===== src/design/pmau_pkg.sv =====
// Summary of operation
// - A write command shifts the 16-bit data field of the command register out to the PHY.
// - A read command shifts 16 bits in from the PHY and stores them in the data field.
// - The PHY register index comes from the 5-bit index field, selecting register 0 to 31.
// - Command code 01b starts a write, 10b starts a read, and the other codes start nothing.
// - The done flag is set to 1 when a read or write finishes, and it resets to 1.
// - With the completion interrupt enable set, the end of every frame sets the done event; irq rises only while that event's enable bit is also set.
// - The read failure flag is set when a read cannot complete, and it resets to 0.
// - The configuration register holds a 5-bit PHY number that resets to the port index.
// - The destination bit sends frames to the internal PHY at 0 and to the external pins at 1.
// - The shared-routing bit sends this port's external frames to port 0's management pins.
// - With the sideband pins disabled, the external pads are isolated and command writes with destination 1 ignored.
package pmau_pkg;

    // ==========================================================
    // Register map
    localparam logic [15:0] PMAU_CMD_OFS = 16'h0020;
    localparam logic [15:0] PMAU_CFG_OFS = 16'h0e04;
    localparam logic [15:0] PMAU_IRQ_STAT_OFS = 16'h0e10;
    localparam logic [15:0] PMAU_IRQ_EN_OFS = 16'h0e14;
    localparam logic [15:0] PMAU_IRQ_CLR_OFS = 16'h0e18;

    // ==========================================================
    // Field layout
    localparam int PMAU_DATA_LSB = 0;
    localparam int PMAU_IDX_LSB = 16;
    localparam int PMAU_OP_LSB = 26;
    localparam int PMAU_DONE_BIT = 28;
    localparam int PMAU_IE_BIT = 29;
    localparam int PMAU_FAIL_BIT = 30;
    localparam int PMAU_PHY_LSB = 21;
    localparam int PMAU_COM_BIT = 30;
    localparam int PMAU_DEST_BIT = 31;
    localparam int PMAU_IRQ_DONE = 0;
    localparam int PMAU_IRQ_FAIL = 1;

    // ==========================================================
    // Reset values and codes
    localparam logic PMAU_DONE_RST = 1'b1;
    localparam logic PMAU_FAIL_RST = 1'b0;
    localparam logic [1:0] PMAU_OP_WRITE = 2'h1;
    localparam logic [1:0] PMAU_OP_READ = 2'h2;

    // ==========================================================
    // Frame layout
    localparam logic [31:0] PMAU_PREAMBLE = 32'hffffffff;
    localparam logic [1:0] PMAU_START = 2'h1;
    localparam logic [1:0] PMAU_TA_WRITE = 2'h2;
    localparam logic [1:0] PMAU_TA_READ = 2'h3;
    localparam logic [15:0] PMAU_IDLE_DATA = 16'hffff;
    localparam logic [6:0] PMAU_FRAME_BITS = 7'h40;
    localparam logic [6:0] PMAU_READ_DRIVE_BITS = 7'h2e;
    localparam logic [6:0] PMAU_TA2_POS = 7'h2f;
    localparam logic [6:0] PMAU_DATA_POS = 7'h30;

    typedef enum logic [0:0] {
        PMAU_IDLE = 1'b0,
        PMAU_SHIFT = 1'b1
    } pmau_state_t;

    typedef enum logic [1:0] {
        PMAU_RT_INT = 2'b00,
        PMAU_RT_EXT = 2'b01,
        PMAU_RT_SHARED = 2'b10
    } pmau_route_t;

endpackage : pmau_pkg


===== src/design/pmau_top.sv =====
`timescale 1ns/1ps
module pmau_top #(
    parameter logic [4:0] PORT_INDEX = 5'h00
) (
    input wire logic sys_clk, // core clock
    input wire logic reset_n, // async reset
    input wire logic [15:0] reg_addr, // register byte address
    input wire logic [31:0] reg_wdata, // write data
    input wire logic reg_wr, // write strobe
    input wire logic reg_rd, // read strobe
    output logic [31:0] reg_rdata, // read data, cycle after strobe
    output logic irq, // level interrupt
    input wire logic twowire_pins_enable, // sideband pins enable
    input wire logic mgmt_clk_in, // management link clock
    input wire logic int_mdio_i, // internal PHY data in
    output logic int_mdio_o, // internal PHY data out
    output logic int_mdio_oe, // internal PHY drive enable
    input wire logic ext_mdio_i, // own external pin in
    output logic ext_mdio_o, // own external pin out
    output logic ext_mdio_oe, // own external pin enable
    input wire logic shared_mdio_i, // port 0 pin in
    output logic shared_mdio_o, // port 0 pin out
    output logic shared_mdio_oe // port 0 pin enable
);
    import pmau_pkg::*;

    // ==========================================================
    // State
    typedef struct packed {
        pmau_state_t state;
        pmau_route_t route;
        logic mdc_s1;
        logic mdc_s2;
        logic mdc_d;
        logic mdio_s1;
        logic mdio_s2;
        logic [15:0] data;
        logic [4:0] idx;
        logic [1:0] op;
        logic done;
        logic ie;
        logic fail;
        logic [4:0] phy;
        logic com;
        logic dest;
        logic [63:0] frame;
        logic [6:0] cnt;
        logic [15:0] rx;
        logic ta_bad;
        logic dout;
        logic [2:0] oe3;
        logic [1:0] irq_stat;
        logic [1:0] irq_en;
        logic [31:0] rdata;
    } pmau_regs_t;

    localparam pmau_regs_t PMAU_RESET = '{
        state: PMAU_IDLE, route: PMAU_RT_INT,
        mdc_s1: 1'b0, mdc_s2: 1'b0, mdc_d: 1'b0,
        mdio_s1: 1'b1, mdio_s2: 1'b1,
        data: 16'h0000, idx: 5'h00, op: 2'h0,
        done: PMAU_DONE_RST, ie: 1'b0, fail: PMAU_FAIL_RST,
        phy: PORT_INDEX, com: 1'b0, dest: 1'b0,
        frame: 64'h0000000000000000, cnt: 7'h00, rx: 16'h0000,
        ta_bad: 1'b0, dout: 1'b1, oe3: 3'h0,
        irq_stat: 2'h0, irq_en: 2'h0, rdata: 32'h00000000
    };

    pmau_regs_t r_reg;
    pmau_regs_t r_next;
    logic rise;
    logic fall;
    logic fin;
    logic start;
    logic [6:0] pos;
    logic [2:0] route_oh;
    logic [15:0] rd_word;
    pmau_route_t new_route;

    // ==========================================================
    // Next state
    always_comb begin
        r_next = r_reg;
        fin = 1'b0;
        start = 1'b0;
        rd_word = {r_reg.rx[14:0], r_reg.mdio_s2};
        // The link clock is sampled, so each of its edges is seen two core cycles late.
        r_next.mdc_s1 = mgmt_clk_in;
        r_next.mdc_s2 = r_reg.mdc_s1;
        r_next.mdc_d = r_reg.mdc_s2;
        rise = r_reg.mdc_s2 & ~r_reg.mdc_d;
        fall = ~r_reg.mdc_s2 & r_reg.mdc_d;
        pos = r_reg.cnt - 7'h01;
        unique case (r_reg.route)
            PMAU_RT_INT: begin
                r_next.mdio_s1 = int_mdio_i;
                route_oh = 3'h1;
            end
            PMAU_RT_EXT: begin
                r_next.mdio_s1 = ext_mdio_i;
                route_oh = 3'h2;
            end
            PMAU_RT_SHARED: begin
                r_next.mdio_s1 = shared_mdio_i;
                route_oh = 3'h4;
            end
            default: begin
                r_next.mdio_s1 = 1'b1;
                route_oh = 3'h0;
            end
        endcase
        r_next.mdio_s2 = r_reg.mdio_s1;
        // Only the command register path exists here, so the destination and shared-routing bits alone decide.
        if (r_reg.dest) begin
            new_route = r_reg.com ? PMAU_RT_SHARED : PMAU_RT_EXT;
        end else begin
            new_route = PMAU_RT_INT;
        end

        // Frame engine: bits change after a falling edge and are sampled after a rising one.
        if (r_reg.state == PMAU_SHIFT) begin
            if (fall && r_reg.cnt != PMAU_FRAME_BITS) begin
                r_next.dout = r_reg.frame[63];
                r_next.frame = {r_reg.frame[62:0], 1'b1};
                r_next.cnt = r_reg.cnt + 7'h01;
                if (r_reg.op == PMAU_OP_WRITE || r_reg.cnt < PMAU_READ_DRIVE_BITS) begin
                    r_next.oe3 = route_oh;
                end else begin
                    r_next.oe3 = 3'h0;
                end
            end
            if (rise && r_reg.cnt != 7'h00) begin
                // A PHY that answers pulls the second turnaround bit low.
                if (r_reg.op == PMAU_OP_READ && pos == PMAU_TA2_POS && r_reg.mdio_s2) begin
                    r_next.ta_bad = 1'b1;
                end
                if (r_reg.op == PMAU_OP_READ && pos >= PMAU_DATA_POS) begin
                    r_next.rx = rd_word;
                end
                if (r_reg.cnt == PMAU_FRAME_BITS) begin
                    fin = 1'b1;
                    r_next.state = PMAU_IDLE;
                    r_next.oe3 = 3'h0;
                    r_next.done = 1'b1;
                    if (r_reg.op == PMAU_OP_READ) begin
                        r_next.data = rd_word;
                        r_next.fail = r_reg.ta_bad;
                    end
                end
            end
        end

        // Command writes are taken only while idle, so a finishing frame never races them.
        if (reg_wr && reg_addr == PMAU_CMD_OFS && r_reg.state == PMAU_IDLE) begin
            if (twowire_pins_enable || r_reg.dest == 1'b0) begin
                r_next.data = reg_wdata[PMAU_DATA_LSB +: 16];
                r_next.idx = reg_wdata[PMAU_IDX_LSB +: 5];
                r_next.op = reg_wdata[PMAU_OP_LSB +: 2];
                r_next.ie = reg_wdata[PMAU_IE_BIT];
                r_next.done = reg_wdata[PMAU_DONE_BIT];
                r_next.fail = reg_wdata[PMAU_FAIL_BIT];
                start = (reg_wdata[PMAU_OP_LSB +: 2] == PMAU_OP_WRITE)
                    || (reg_wdata[PMAU_OP_LSB +: 2] == PMAU_OP_READ);
            end
        end
        if (start) begin
            r_next.state = PMAU_SHIFT;
            r_next.cnt = 7'h00;
            r_next.ta_bad = 1'b0;
            r_next.route = new_route;
            if (reg_wdata[PMAU_OP_LSB +: 2] == PMAU_OP_WRITE) begin
                r_next.frame = {PMAU_PREAMBLE, PMAU_START, PMAU_OP_WRITE, r_reg.phy,
                    reg_wdata[PMAU_IDX_LSB +: 5], PMAU_TA_WRITE,
                    reg_wdata[PMAU_DATA_LSB +: 16]};
            end else begin
                r_next.frame = {PMAU_PREAMBLE, PMAU_START, PMAU_OP_READ, r_reg.phy,
                    reg_wdata[PMAU_IDX_LSB +: 5], PMAU_TA_READ, PMAU_IDLE_DATA};
            end
        end
        if (reg_wr && reg_addr == PMAU_CFG_OFS) begin
            r_next.phy = reg_wdata[PMAU_PHY_LSB +: 5];
            r_next.com = reg_wdata[PMAU_COM_BIT];
            r_next.dest = reg_wdata[PMAU_DEST_BIT];
        end

        // Sticky events: a set in the same cycle as a clear wins.
        if (reg_wr && reg_addr == PMAU_IRQ_CLR_OFS) begin
            r_next.irq_stat = r_reg.irq_stat & ~reg_wdata[1:0];
        end
        if (fin && r_reg.ie) begin
            r_next.irq_stat[PMAU_IRQ_DONE] = 1'b1;
        end
        if (fin && r_reg.op == PMAU_OP_READ && r_reg.ta_bad) begin
            r_next.irq_stat[PMAU_IRQ_FAIL] = 1'b1;
        end
        if (reg_wr && reg_addr == PMAU_IRQ_EN_OFS) begin
            r_next.irq_en = reg_wdata[1:0];
        end

        // Read data stand for exactly one cycle; unmapped addresses read zero.
        r_next.rdata = 32'h00000000;
        if (reg_rd) begin
            if (reg_addr == PMAU_CMD_OFS) begin
                r_next.rdata = {1'b0, r_reg.fail, r_reg.ie, r_reg.done, r_reg.op,
                    5'h00, r_reg.idx, r_reg.data};
            end else if (reg_addr == PMAU_CFG_OFS) begin
                r_next.rdata = {r_reg.dest, r_reg.com, 4'h0, r_reg.phy, 21'h000000};
            end else if (reg_addr == PMAU_IRQ_STAT_OFS) begin
                r_next.rdata = {30'h00000000, r_reg.irq_stat};
            end else if (reg_addr == PMAU_IRQ_EN_OFS) begin
                r_next.rdata = {30'h00000000, r_reg.irq_en};
            end
        end
    end

    always_ff @(posedge sys_clk or negedge reset_n) begin
        if (!reset_n) begin
            r_reg <= PMAU_RESET;
        end else begin
            r_reg <= r_next;
        end
    end

    // ==========================================================
    // Outputs
    assign reg_rdata = r_reg.rdata;
    assign irq = |(r_reg.irq_stat & r_reg.irq_en);
    assign int_mdio_o = r_reg.dout;
    assign ext_mdio_o = r_reg.dout;
    assign shared_mdio_o = r_reg.dout;
    assign int_mdio_oe = r_reg.oe3[0];
    // Pads stay isolated whenever the sideband pins are off, even mid-frame.
    assign ext_mdio_oe = r_reg.oe3[1] & twowire_pins_enable;
    assign shared_mdio_oe = r_reg.oe3[2] & twowire_pins_enable;

    // ==========================================================
    // Checks
    property p_done_set;
        @(posedge sys_clk) disable iff (!reset_n)
        fin |=> r_reg.done && r_reg.state == PMAU_IDLE;
    endproperty
    a_done_set: assert property (p_done_set) else $error("done not set at frame end");

    property p_read_store;
        @(posedge sys_clk) disable iff (!reset_n)
        (fin && r_reg.op == PMAU_OP_READ) |=> r_reg.data == $past(rd_word);
    endproperty
    a_read_store: assert property (p_read_store) else $error("read data not stored");

    property p_write_drive;
        @(posedge sys_clk) disable iff (!reset_n)
        (r_reg.state == PMAU_SHIFT && r_reg.op == PMAU_OP_WRITE && r_reg.cnt != 7'h00)
            |-> r_reg.oe3 != 3'h0;
    endproperty
    a_write_drive: assert property (p_write_drive) else $error("write frame released");

    property p_read_release;
        @(posedge sys_clk) disable iff (!reset_n)
        (r_reg.state == PMAU_SHIFT && r_reg.op == PMAU_OP_READ && r_reg.cnt > PMAU_READ_DRIVE_BITS)
            |-> r_reg.oe3 == 3'h0;
    endproperty
    a_read_release: assert property (p_read_release) else $error("read not released");

    property p_irq_done;
        @(posedge sys_clk) disable iff (!reset_n)
        (fin && r_reg.ie) |=> r_reg.irq_stat[PMAU_IRQ_DONE] ##0 (irq == r_reg.irq_en[PMAU_IRQ_DONE])
            || r_reg.irq_stat[PMAU_IRQ_FAIL];
    endproperty
    a_irq_done: assert property (p_irq_done) else $error("completion interrupt lost");

    property p_fail_flag;
        @(posedge sys_clk) disable iff (!reset_n)
        (fin && r_reg.op == PMAU_OP_READ) |=> r_reg.fail == $past(r_reg.ta_bad);
    endproperty
    a_fail_flag: assert property (p_fail_flag) else $error("failure flag wrong");

    property p_isolate;
        @(posedge sys_clk) disable iff (!reset_n)
        !twowire_pins_enable |-> !ext_mdio_oe && !shared_mdio_oe;
    endproperty
    a_isolate: assert property (p_isolate) else $error("pads driven while isolated");

    property p_bad_code;
        @(posedge sys_clk) disable iff (!reset_n)
        (reg_wr && reg_addr == PMAU_CMD_OFS && r_reg.state == PMAU_IDLE
            && reg_wdata[PMAU_OP_LSB +: 2] != PMAU_OP_WRITE
            && reg_wdata[PMAU_OP_LSB +: 2] != PMAU_OP_READ) |=> r_reg.state == PMAU_IDLE;
    endproperty
    a_bad_code: assert property (p_bad_code) else $error("reserved code started frame");

    property p_route_shared;
        @(posedge sys_clk) disable iff (!reset_n)
        (r_reg.route == PMAU_RT_SHARED) |-> r_reg.oe3[1:0] == 2'h0;
    endproperty
    a_route_shared: assert property (p_route_shared) else $error("shared route leaks");

    property p_frame_len;
        @(posedge sys_clk) disable iff (!reset_n)
        r_reg.cnt <= PMAU_FRAME_BITS;
    endproperty
    a_frame_len: assert property (p_frame_len) else $error("frame too long");

    // The route is latched at start, so a later config write cannot move a running frame.
    property p_route_int;
        @(posedge sys_clk) disable iff (!reset_n)
        (start && !r_reg.dest) |=> r_reg.route == PMAU_RT_INT;
    endproperty
    a_route_int: assert property (p_route_int) else $error("bad internal route");

    property p_route_ext;
        @(posedge sys_clk) disable iff (!reset_n)
        (start && r_reg.dest && !r_reg.com) |=> r_reg.route == PMAU_RT_EXT;
    endproperty
    a_route_ext: assert property (p_route_ext) else $error("bad external route");

    property p_route_com;
        @(posedge sys_clk) disable iff (!reset_n)
        (start && r_reg.dest && r_reg.com) |=> r_reg.route == PMAU_RT_SHARED;
    endproperty
    a_route_com: assert property (p_route_com) else $error("bad shared route");

    property p_index_take;
        @(posedge sys_clk) disable iff (!reset_n)
        start |=> r_reg.idx == $past(reg_wdata[PMAU_IDX_LSB +: 5]);
    endproperty
    a_index_take: assert property (p_index_take) else $error("index not taken");

    property p_frame_start;
        @(posedge sys_clk) disable iff (!reset_n)
        start |=> r_reg.state == PMAU_SHIFT && r_reg.cnt == 7'h00;
    endproperty
    a_frame_start: assert property (p_frame_start) else $error("frame not started");

    // Only a read can fail; a write frame must leave the flag as software wrote it.
    property p_write_no_fail;
        @(posedge sys_clk) disable iff (!reset_n)
        (fin && r_reg.op == PMAU_OP_WRITE) |=> r_reg.fail == $past(r_reg.fail);
    endproperty
    a_write_no_fail: assert property (p_write_no_fail) else $error("write set failure");

    property p_rdata_idle;
        @(posedge sys_clk) disable iff (!reset_n)
        !reg_rd |=> reg_rdata == 32'h00000000;
    endproperty
    a_rdata_idle: assert property (p_rdata_idle) else $error("stale read data");

endmodule : pmau_top


===== config.mk =====
export PLATFORM = sky130hd
export DESIGN_NAME = pmau_top
export DESIGN_NICKNAME = d
export VERILOG_FILES = /design/src/design/pmau_pkg.sv /design/src/design/pmau_top.sv
export SDC_FILE = /design/constraint.sdc
export NUM_CORES = 1
export LEC_CHECK = 0
export BUFFER_PORTS_ARGS = -buffer_cell sky130_fd_sc_hd__buf_2
export CAP_MARGIN = 20
export CORE_UTILIZATION = 58
export DETAILED_ROUTE_END_ITERATION = 12
export PLACE_DENSITY = 0.8
export SYNTH_ARGS = -nofsm -noshare
export SYNTH_HDL_FRONTEND = slang
export SYNTH_SLANG_ARGS = --single-unit

===== constraint.sdc =====
create_clock -name sys_clk -period 2.7 [get_ports sys_clk]
set_input_delay 0.27 -clock sys_clk [delete_from_list [all_inputs] [get_ports sys_clk]]
set_output_delay 0.27 -clock sys_clk [all_outputs]
set_load 0.02 [all_outputs]

# Yosys cells after proc, flatten, opt, wreduce, memory -nomap -nowiden
# Index checks and enable logic that the tools add are counted.
word_totals:
  ff_bits: 169
  in_bits: 57
  out_inout_bits: 39
  word_cells: 131
classes:
  addsub: 2
  magnitude_cmp: 2
  n_eq_ne: 14
  mux: 46
  bitwise: 11
  reduce_logical: 30
ops:
  columns: ["operator", "n"]
  rows:
  - ["$mux W71", 2]
  - ["$mux W32", 3]
  - ["$mux W92", 1]
  - ["$mux W16", 5]
  - ["$eq A16 B12 Y1 const B", 4]
  - ["$mux W26", 2]
  - ["$mux W30", 1]
  - ["$mux W1", 19]
  - ["$mux W17", 1]
  - ["$eq A16 B6 Y1 const B", 1]
  - ["$logic_and A1 B1 Y1", 13]
  - ["$mux W3", 4]
  - ["$reduce_bool A2 Y1", 6]
  - ["$mux W2", 5]
  - ["$pmux W3 S3", 1]
  - ["$add A7 B1 Y7 const B", 1]
  - ["$eq A7 B6 Y1 const B", 1]
  - ["$eq A7 B7 Y1 const B", 1]
  - ["$ge A7 B6 Y1 const B", 1]
  - ["$lt A7 B6 Y1 const B", 1]
  - ["$ne A7 B7 Y1 const B", 1]
  - ["$reduce_bool A7 Y1", 1]
  - ["$sub A7 B1 Y7 const B", 1]
  - ["$eq A2 B1 Y1 const B", 3]
  - ["other kinds (12)", 26]

# Logic depth before layout (Yosys ltp)
# Gate-level depths: netlist of the first run.
depth:
  depth_word: 8
  mapped_depth: 9
  ltp_nobuf: 7

# Worst setup path before layout of the first run
# Ideal clock, no wire load.
synth_timing:
  path_kind: "flip-flop to flip-flop"
  startpoint: "register r_reg[57] in the netlist's numbering"
  endpoint: "register r_reg[46] in the netlist's numbering"
  setup_ns: 0.125
  arrival_time_ns: 2.205
  t_required_ns: 2.575
  path_slack_ns: 0.370
  stages_incl_launch_ff: 9
  path_buffers: 1
  period_less_slack_ns: 2.330
  cell_sequence: "dfrtp_1 > inv_1 > ha_1 > or3b_4 > a211oi_2 > a311oi_1 > a211oi_4 > buf_8 > mux2_4"
synth_via:
  elab_chain_cells: 4
  word_cells_on_any_way: 6
  cone_classes: "add/sub: 1; order compare: 1; reduce/logical: 4"
synth_rtl:
  columns: ["item", "line", "text"]
  rows:
  - ["start, declared", "pmau_top.sv:69", "pmau_regs_t r_reg;"]
  - ["start signal, assigned", "pmau_top.sv:220", "r_reg <= r_next;"]
  - ["$sub A7 B1 Y7", "pmau_top.sv:93", "pos = r_reg.cnt - 7'h01;"]
  - ["$ge A7 B6 Y1", "pmau_top.sv:137", "if (r_reg.op == PMAU_OP_READ && pos >= PMAU_DATA_POS) begin"]
  - ["$logic_and A1 B1 Y1", "pmau_top.sv:137", null]
  - ["$reduce_and A3 Y1 (no line) *", null, null]
# Mark *: on every way between the ends. The rest lies on a longest branch, timed or not.
# A chain may end at the register's enable or synchronous reset.

# Worst setup path in the final report of the first run
layout_timing:
  startpoint: "register r_reg[57] in the netlist's numbering"
  endpoint: "register r_reg[43] in the netlist's numbering"
# Same word-level chain as after synthesis.

==> run_results.csv, run 1 <==
group,metric,value,unit
final_layout,area_growth_syn_to_layout,12.9,%
synth,syn_nets,764,
final_layout,final_area,8380,um^2
floorplanning,core_region_area,12300,um^2
synth,avgSynthCellArea,10.6,um^2
sta,tns,0,ns
global_routing,track_usage,0.245,
synth,ys.flop_type,"dfrtp_1",
synth,ys_ff_latch,168,
synth,yosysSeqAreaShare,0.567,
routing,wl_per_cell,16.3,um
global_routing,antenna_found_initial,0,
power,peakVddDrop,0.623,mV
clocking,cts_resized,0,
routing,drt.antenna.violating_nets,0,
sta,drv_slew,0,
routing,avgViaCountPerCell,5.63,
place,port_buffers,95,
clocking,htreeDepth,4,
floorplanning,die_w,115,um
routing,routed_wl,15.2,mm
global_routing,grt_pass1_wl,24.8,mm
routing,num_vias,5278,
sta,post-route-period-util,0.913,
sta,rsz0062_at_grt,"no",
clocking,post_cts_buffers,0,
power,p_per_area,800,nW/um^2
worst_setup_path,crit_required,3.00,ns
synth,yosysUniqueCellTypes,62,
worst_setup_path,path_class,"reg -> reg",
final_layout,drive_gt1_frac,0.239,
worst_setup_path,arrival,2.77,ns
synth,synth_warnings,0,
floorplanning,num_rows,40,
sta,setup-violations-final,0,
synth,synth_cells,703,
place,place.gp.congestion,0.921,
clocking,clock_sinks,168,
final_layout,largest_register_ffs,131,
sta,tightest_slew,0.861,ns
sta,fmax,0.406,GHz
worst_setup_path,cp-start-kind,"flip-flop",
global_routing,grt_max_degree,63,
final_layout,layout.cells.non_filler,937,
global_routing,grt-ovfl-total,0,
synth,synth_edf_count,0,
clocking,cts_buffers,17,
routing,drc,0,
floorplanning,num_io_pins,96,
place,placedCellCount,903,
place,placed_area,7760,um^2
flow_run,drv_cap,0,
power,p_leak,4.23,nW
clocking,clk_pin_slew,0.06,ns
clocking,cts_root_buffer,"clkbuf_16",
worst_setup_path,cp-end-kind,"flip-flop",
routing,first_pass_iters,5,
sta,maxSlewHeadroom,0.418,
global_routing,grt_pass1_vias,5048,
final_layout,antennaDiodeCount,0,
sta,fin_worst_skew,0.00805,ns
sta,hold_viol,0,
floorplanning,dieArea,13300,um^2
clocking,cts_tree,"done",
clocking,clockBufferDepth,2,
floorplanning,initial_core_util,0.606,
run_status,outcome,"complete, no violations",
sta,period_minus_slack,2.46,ns
synth,syn-cell-area,7420,um^2
synth,async_flop_share,1.00,
floorplanning,die_y,115,um
worst_hold_path,hp-class,"in -> reg",
routing,drt_iter0_markers,441,
final_layout,nets,817,
worst_setup_path,worstPathMaxFanout,15,
clocking,clk_latency,0.42,ns
place,hpwlAfterDp,10.3,mm
[layout make-up]
| class | instances | area [um^2] |
|---|---|---|
| sequential | 168 | 4210 |
| fill | 886 | 3880 |
| multi-input combinational | 453 | 2730 |
| timing repair buffer | 110 | 612 |
| clock buffer | 19 | 453 |
| tap | 168 | 210 |
| clock inverter | 13 | 145 |
| inverter | 6 | 22.5 |
[worst max-delay path, stage by stage, from the launching register on]
cell,delay [ns]
dfrtp_1,0.44
inv_1,0.11
ha_1,0.21
or3b_4,0.41
a211oi_2,0.20
a311oi_1,0.10
a211oi_4,0.23
buf_4,0.29
mux2_1,0.35
[power by group]
group | internal [mW] | switching (mW) | total, mW
Clock | 1.42 | 0.975 | 2.39
Combinational | 0.404 | 0.604 | 1.01
Sequential | 2.96 | 0.344 | 3.31
[metal layers]
metal  vias to the layer above  global-route usage  wire length [um]
li1                       2472                   -                 -
met2                       145               0.387              7450
met1                      2650               0.337              6930
met5                         -                   0                 0
met4                         0              0.0857               158
met3                        11              0.0569               682
[placed cells by master, fill, tap and decap left out, types with 7 or more instances in the layout]
master | synthesis | routed
dfrtp_1 | 164 | 164
nand2_1 | 144 | 144
nor2b_1 | 7 | 7
clkbuf_16 | 0 | 17
nor2_1 | 33 | 33
mux2i_1 | 18 | 18
and2_1 | 10 | 10
mux2_4 | 10 | 10
and3_1 | 26 | 26
o21ai_0 | 20 | 20
buf_2 | 12 | 94
a21oi_1 | 22 | 22
buf_4 | 35 | 12
a22oi_1 | 13 | 13
nand3_1 | 53 | 53
mux2_2 | 17 | 17
[Yosys cell counts (2+ instances only)]
master	count	share of area
ha_1	4	0.0067
or4_1	2	0.0020
o21ai_0	20	0.013
nor3b_1	3	0.0030
nor3_1	7	0.0047
clkbuf_1	24	0.012
xor2_1	3	0.0035
mux2_1	6	0.0091
nand2_1	144	0.073
nand3b_1	4	0.0040
and4b_1	2	0.0027
dfstp_2	4	0.014
and3_1	26	0.022
mux2_4	10	0.020
dfrtp_1	164	0.55
a22oi_1	13	0.013
nand3_1	53	0.036
mux2_2	17	0.026
buf_2	12	0.0081
nand4_1	4	0.0034
buf_6	2	0.0030
nor4b_1	3	0.0035
a22o_1	6	0.0071
o21ai_1	2	0.0013
nor2_1	33	0.017
and2_1	10	0.0084
o211ai_1	3	0.0030
a21oi_1	22	0.015
nor2b_1	7	0.0059
and4_1	2	0.0024
nor4_1	2	0.0017
nand2b_1	3	0.0025
buf_4	35	0.035
mux2i_1	18	0.024
inv_1	6	0.0030
[metrics by stage]
step                      setup slack (ns)  power, mW  hold WS [ns]  utilization
after floorplan                      0.370       4.02       -0.0256            -
after global placement               0.349       4.24         0.249        0.633
after detailed placement             0.267       4.33         0.253        0.633
after CTS                            0.227       6.75        0.0729        0.684
after global routing                0.0957       7.05        0.0704        0.684
final                                0.236       6.71        0.0840        0.684
[what timing repair did]
action / in CTS / in global routing
endpoints found under the setup margin: 0 / 0
hold buffers: 2 / 0
hold endpoints to repair: 51 / 0
[cells by family (layout without fill, tap and decap cells)]
group / count (synthesis) / count (layout) / synth area share
compound gates: 79 / 79 / 0.0698
flops: 168 / 168 / 0.567
mux: 51 / 51 / 0.0794
fa+ha+maj: 4 / 4 / 0.00674
buf+inv: 82 / 148 / 0.0669
xor+xnor: 4 / 4 / 0.00472
simple gates: 315 / 315 / 0.206
[worst paths after layout]
| path | start | end | slack (ns) | cells past startpoint |
|---|---|---|---|---|
| min in group asynchronous | reset_n | r_reg[120]$_DFFE_PN0P_ | 0.37 | 2 |
| max in group asynchronous | reset_n | r_reg[137]$_DFF_PN1_ | 1.56 | 3 |
| min reg2reg | r_next[164]$_DFF_PN0_ | r_next[163]$_DFF_PN0_ | 0.35 | 0 |
| min | reg_wdata[24] | r_reg[133]$_DFFE_PN0P_ | 0.08 | 2 |
| max reg2reg | r_reg[57]$_DFFE_PN0P_ | r_reg[43]$_DFFE_PN0P_ | 0.24 | 8 |
| max | r_reg[57]$_DFFE_PN0P_ | r_reg[43]$_DFFE_PN0P_ | 0.24 | 8 |
Power figures use the tool's default switching activity.
==> inputs of run 2 (changes only) <==
Settings changed: BUFFER_PORTS_ARGS -buffer_cell sky130_fd_sc_hd__buf_2 to -buffer_cell sky130_fd_sc_hd__clkbuf_2, CELL_PAD_IN_SITES_DETAIL_PLACEMENT set to 1, CELL_PAD_IN_SITES_GLOBAL_PLACEMENT set to 1, CORE_UTILIZATION 58 to 45, PLACE_DENSITY 0.8 to unset, PLACE_DENSITY_LB_ADDON set to 0.1.
==> run 2 against run 1 <==
- final cell count increased by 5.2%
- power increased by 1.3%
- non-clock buffer count increased by 1
- sequential share of layout area decreased by 0.61 points
- fmax increased by 2.3%
- critical endpoint is now r_reg[44]$_DFFE_PN0P_
- global-route usage decreased by 2.0 points
- worst setup slack improved by 0.056 ns
- sequential power about the same
- first-iteration DRC count decreased by 32%
- clock skew increased by 0.0014 ns
==> run_results.csv, run 2 (synthesized netlist as in run 1, its figures left out) <==
group,metric,value,unit
run_status,outcome,"complete, no violations",
global_routing,grt_max_degree,64,
global_routing,grt-ovfl-total,0,
worst_setup_path,cp-start-kind,"flip-flop",
clocking,htreeDepth,4,
sta,rsz0062_at_grt,"no",
routing,wl_per_cell,17.7,um
routing,drt_iter0_markers,299,
sta,maxSlewHeadroom,0.592,
final_layout,nets,818,
routing,avgViaCountPerCell,5.31,
routing,drt.antenna.violating_nets,0,
place,placedCellCount,952,
sta,hold_ws,0.0730,ns
sta,fmax,0.415,GHz
global_routing,grt_pass1_wl,29.1,mm
final_layout,fill_cells,1776,
worst_setup_path,path_cells,"inv_1, ha_1, or3b_4, a211oi_2, a311oi_1, a211oi_4, buf_12, mux2_1",
floorplanning,num_io_pins,96,
clocking,cts_tree,"done",
place,hpwlAfterDp,11.8,mm
worst_hold_path,holdPathStages,2,
clocking,cts_resized,0,
place,place.gp.congestion,0.809,
clocking,clk_pin_slew,0.07,ns
worst_setup_path,path_class,"reg -> reg",
routing,drc,0,
final_layout,antennaDiodeCount,0,
floorplanning,dieArea,17000,um^2
worst_setup_path,cp.depth,8,
worst_setup_path,cp-end-kind,"flip-flop",
sta,hold_viol,0,
worst_setup_path,worstPathMaxFanout,15,
sta,fin_worst_skew,0.00944,ns
clocking,cts_buffers,17,
worst_setup_path,ff2ff_path_depth,8,
global_routing,track_usage,0.225,
clocking,clockBufferDepth,2,
sta,setup_slack,0.292,ns
final_layout,layout.cells.non_filler,986,
clocking,post_cts_buffers,0,
routing,routed_wl,17.5,mm
worst_setup_path,crit_slowest_cell,"dfrtp_1",
worst_setup_path,worst_path_largest_cell_delay,0.45,ns
global_routing,grt_pass1_vias,5614,
clocking,clk_latency,0.43,ns
final_layout,largest_register_ffs,131,
floorplanning,num_rows,46,
place,pre_cts_slack,0.295,ns
final_layout,mostFrequentLayoutCells,"dfrtp_1 (164), nand2_1 (144), clkbuf_2 (94), nand3_1 (53), nor2_1 (33)",
routing,num_vias,5239,
routing,met2_length,8.69,mm
clocking,cts_root_buffer,"clkbuf_16",
floorplanning,die_w,130,um
sta,post-route-period-util,0.892,
final_layout,drive_gt1_frac,0.239,
floorplanning,initial_core_util,0.464,
sta,tns,0,ns
sta,period_minus_slack,2.41,ns
final_layout,layout_commonest_cell,"dfrtp_1",
global_routing,antenna_found_initial,0,
final_layout,area_growth_syn_to_layout,14.3,%
floorplanning,core_region_area,16000,um^2
place,port_buffers,95,
sta,tightest_slew,0.612,ns
clocking,clock_sinks,168,
power,p_leak,4.22,nW
worst_setup_path,arrival,2.71,ns
floorplanning,die_y,130,um
final_layout,utilization,0.530,
flow_run,drv_cap,0,
routing,met3WireLength,439,um
worst_hold_path,hp-class,"in -> reg",
routing,drt-met1-wl,8.15,mm
power,peakVddDrop,0.564,mV
routing,first_pass_iters,4,
worst_setup_path,crit_family,"compound AO/OA/AOI/OAI gates",
sta,setup-violations-final,0,
worst_setup_path,path_buf_inv,2,
routing,routed.top_layer,"met4",
worst_setup_path,crit_required,3.00,ns
sta,drv_slew,0,
worst_setup_path,ff2ff_setup_slack,0.29,ns
power,p_per_area,801,nW/um^2
## run 2: cell type report
cell class / count / area, um^2 / share of cell area
Clock buffer: 20 / 457 / 0.0538
Tap cell: 216 / 270 / 0.0318
Inverter: 6 / 22.5 / 0.00265
Sequential cell: 168 / 4210 / 0.496
Multi-Input combinational cell: 453 / 2730 / 0.322
Timing Repair Buffer: 111 / 657 / 0.0774
Clock inverter: 12 / 140 / 0.0165
## run 2: worst paths after layout
path	startpoint	end
setup / recovery	r_reg[57]$_DFFE_PN0P_	r_reg[44]$_DFFE_PN0P_
min in group asynchronous	reset_n	reg_rdata[29]$_DFF_PN0_
max in group asynchronous	reset_n	r_reg[150]$_DFF_PN0_
setup reg to reg	r_reg[57]$_DFFE_PN0P_	r_reg[44]$_DFFE_PN0P_
hold / removal	reg_wdata[29]	r_reg[136]$_DFFE_PN0P_
hold reg to reg	r_next[161]$_DFF_PN1_	r_reg[161]$_DFF_PN1_
## run 2: worst reg2reg max path: stages (launching register included)
cell and delay (ns):
dfrtp_1 0.45, inv_1 0.12, ha_1 0.19, or3b_4 0.41
a211oi_2 0.20, a311oi_1 0.10, a211oi_4 0.29, buf_12 0.20
mux2_1 0.34
## run 2: through the flow
step                power, mW  cell area, um^2
floorplan                4.02             7420
global placement         4.30             7870
detailed placement       4.38             7870
CTS                      6.87             8490
global route             7.17             8490
finish                   6.79             8490
## run 2: per-layer routing
metal	vias up	global-route usage
met2	72	0.381
met3	15	0.0383
li1	2468	-
met5	-	0
met4	0	0.0751
met1	2684	0.295
## run 2: timing repair
item / in CTS / in global routing
endpoints found under the hold margin: 60 / 0
hold buffers: 2 / 0
setup endpoints to repair: 0 / 0
## run 2: power by group
part / total (mW) / switching [mW] / internal [mW]
logic: 1.03 / 0.614 / 0.416
clock network: 2.46 / 1.03 / 1.43
registers: 3.31 / 0.346 / 2.96
total: 6.79 / 1.99 / 4.80
==> inputs of run 3 (changes only) <==
Settings changed: HOLD_SLACK_MARGIN set to 0.12.
==> run 3 against run 2 <==
- sequential share of layout area fell by 1.1 points
- via count rose by 1.8%
- clock skew grew 0.0019 ns
- register-to-register slack about the same
- critical endpoint unchanged
- largest cell class unchanged
==> run_results.csv, run 3 (synthesized netlist as in run 1, its figures left out) <==
group,metric,value,unit
power,power.switching,2.00,mW
final_layout,utilization,0.542,
worst_setup_path,cp.depth,8,
power,totalPowerFinal,6.83,mW
power,p_per_area,787,nW/um^2
place,place.gp.congestion,0.809,
sta,rsz0062_at_grt,"no",
routing,routed.top_layer,"met4",
routing,met2_length,8.79,mm
sta,drv_slew,0,
final_layout,nets,837,
routing,wl_per_cell,17.7,um
routing,avgViaCountPerCell,5.31,
clocking,cts_root_buffer,"clkbuf_16",
global_routing,grt_max_degree,64,
sta,hold_viol,0,
clocking,htreeDepth,4,
place,hpwlAfterDp,11.8,mm
clocking,clock_sinks,168,
worst_setup_path,cp-end-kind,"flip-flop",
sta,period_minus_slack,2.41,ns
clocking,cts_tree,"done",
floorplanning,dieArea,17000,um^2
sta,tns,0,ns
routing,num_vias,5334,
global_routing,grt_pass1_vias,5721,
worst_setup_path,crit_required,3.00,ns
worst_setup_path,path_cells,"inv_1, ha_1, or3b_4, a211oi_2, a311oi_1, a211oi_4, buf_12, mux2_1",
routing,first_pass_iters,4,
final_layout,largest_register_ffs,131,
worst_setup_path,worstSetupEndpoint,"r_reg[44]$_DFFE_PN0P_",
worst_setup_path,path_class,"reg -> reg",
power,internal_power,4.82,mW
routing,met3WireLength,467,um
worst_setup_path,path_buf_inv,2,
power,p_leak,4.30,nW
floorplanning,die_y,130,um
global_routing,grt_pass1_wl,29.6,mm
routing,drt-met1-wl,8.24,mm
floorplanning,num_rows,46,
floorplanning,initial_core_util,0.464,
worst_setup_path,ff2ff_path_depth,8,
power,peakVddDrop,0.571,mV
worst_setup_path,ff2ff_setup_slack,0.29,ns
sta,fmax,0.416,GHz
routing,routed_wl,17.7,mm
clocking,cts_buffers,17,
run_status,outcome,"complete, no violations",
floorplanning,num_io_pins,96,
final_layout,area_growth_syn_to_layout,16.9,%
worst_setup_path,arrival,2.71,ns
final_layout,antennaDiodeCount,0,
routing,drt_iter0_markers,298,
worst_setup_path,r2r-start,"r_reg[57]$_DFFE_PN0P_",
worst_setup_path,crit_slowest_cell,"dfrtp_1",
worst_setup_path,r2r_end,"r_reg[44]$_DFFE_PN0P_",
clocking,clockBufferDepth,2,
power,clockPowerShare,0.361,
clocking,clk_latency,0.43,ns
worst_setup_path,worst_path_largest_cell_delay,0.44,ns
sta,fin_worst_skew,0.0114,ns
final_layout,drive_gt1_frac,0.233,
final_layout,layout_commonest_cell,"dfrtp_1",
routing,drt.antenna.violating_nets,0,
clocking,clk_pin_slew,0.07,ns
sta,setup_slack,0.295,ns
clocking,post_cts_buffers,0,
worst_setup_path,crit_family,"compound AO/OA/AOI/OAI gates",
worst_setup_path,cp-start-kind,"flip-flop",
final_layout,multi_input_area,2730,um^2
flow_run,drv_cap,0,
worst_setup_path,worstPathMaxFanout,15,
routing,drc,0,
power,combinationalPowerShare,0.154,
worst_hold_path,hp-class,"in -> reg",
floorplanning,die_w,130,um
floorplanning,core_region_area,16000,um^2
final_layout,seqCellArea,4210,um^2
place,pre_cts_slack,0.295,ns
final_layout,fill_cells,1770,
power,p_sw_frac,0.294,
global_routing,track_usage,0.229,
place,port_buffers,95,
sta,post-route-period-util,0.891,
sta,setup-violations-final,0,
power,seqPwrFrac,0.484,
global_routing,grt-ovfl-total,0,
sta,maxSlewHeadroom,0.591,
worst_setup_path,crit_start,"r_reg[57]$_DFFE_PN0P_",
global_routing,antenna_found_initial,0,
sta,tightest_slew,0.613,ns
final_layout,mostFrequentLayoutCells,"dfrtp_1 (164), nand2_1 (144), clkbuf_2 (94), nand3_1 (53), nor2_1 (33)",
-- run 3: cell types whose count changed in the layout (fill, tap and decap cells not counted) --
cell           before  now
dlygate4sd3_1       2   21
-- run 3: routing by layer --
layer | GRT usage | vias up
met3 | 0.0387 | 16
met4 | 0.0784 | 0
met1 | 0.298 | 2735
li1 | - | 2500
met2 | 0.389 | 83
met5 | 0 | -
-- run 3: layout make-up --
class,instances,share of cell area
multi-input cells,453,0.315
well taps,216,0.0311
flip-flops and latches,168,0.485
clock inverters,12,0.0161
inverters,6,0.00260
repair buffers,130,0.0976
clock buffers,20,0.0526
-- run 3: worst min-delay path, cell delays in order --
cell and delay [ns]:
clkbuf_2 0.12, a22oi_1 0.09, nand2_1 0.06
-- run 3: power by group through the flow --
stage | combinational (mW) | clock (mW) | sequential (mW)
floorplan | 0.816 | 0 | 3.20
finish | 1.05 | 2.47 | 3.31
CTS | 1.08 | 2.51 | 3.31
detailed placement | 1.04 | 0 | 3.34
global route | 1.21 | 2.62 | 3.38
global placement | 0.987 | 0 | 3.31
-- run 3: repair_timing --
item,4_1_cts,5_1_grt
endpoints found under the hold margin,81,0
gates resized for setup,0,0
hold buffers,21,0
setup endpoints to repair,0,0
-- run 3: metrics by stage --
| stage | instances | hold WS, ns | area (um^2) |
|---|---|---|---|
| finish | 1005 | 0.136 | 8680 |
| global route | 1005 | 0.132 | 8680 |
| CTS | 1005 | 0.123 | 8680 |
| detailed placement | 952 | 0.307 | 7870 |
| global placement | 952 | 0.301 | 7870 |
| floorplan | 703 | -0.0256 | 7420 |
-- run 3: worst min path at each step --
| stage | start | to | slack, ns | cells past startpoint |
|---|---|---|---|---|
| floorplan | reset_n | int_mdio_oe$_DFFE_PN0P_ | -0.03 | 0 |
| global placement | reset_n | reg_rdata[29]$_DFF_PN0_ | 0.30 | 1 |
| detailed placement | reset_n | reg_rdata[29]$_DFF_PN0_ | 0.31 | 1 |
| CTS | reg_wdata[16] | r_reg[82]$_DFFE_PN0P_ | 0.12 | 3 |
| global route | reg_wdata[5] | r_reg[150]$_DFF_PN0_ | 0.13 | 3 |
| finish | reg_wdata[16] | r_reg[82]$_DFFE_PN0P_ | 0.14 | 3 |
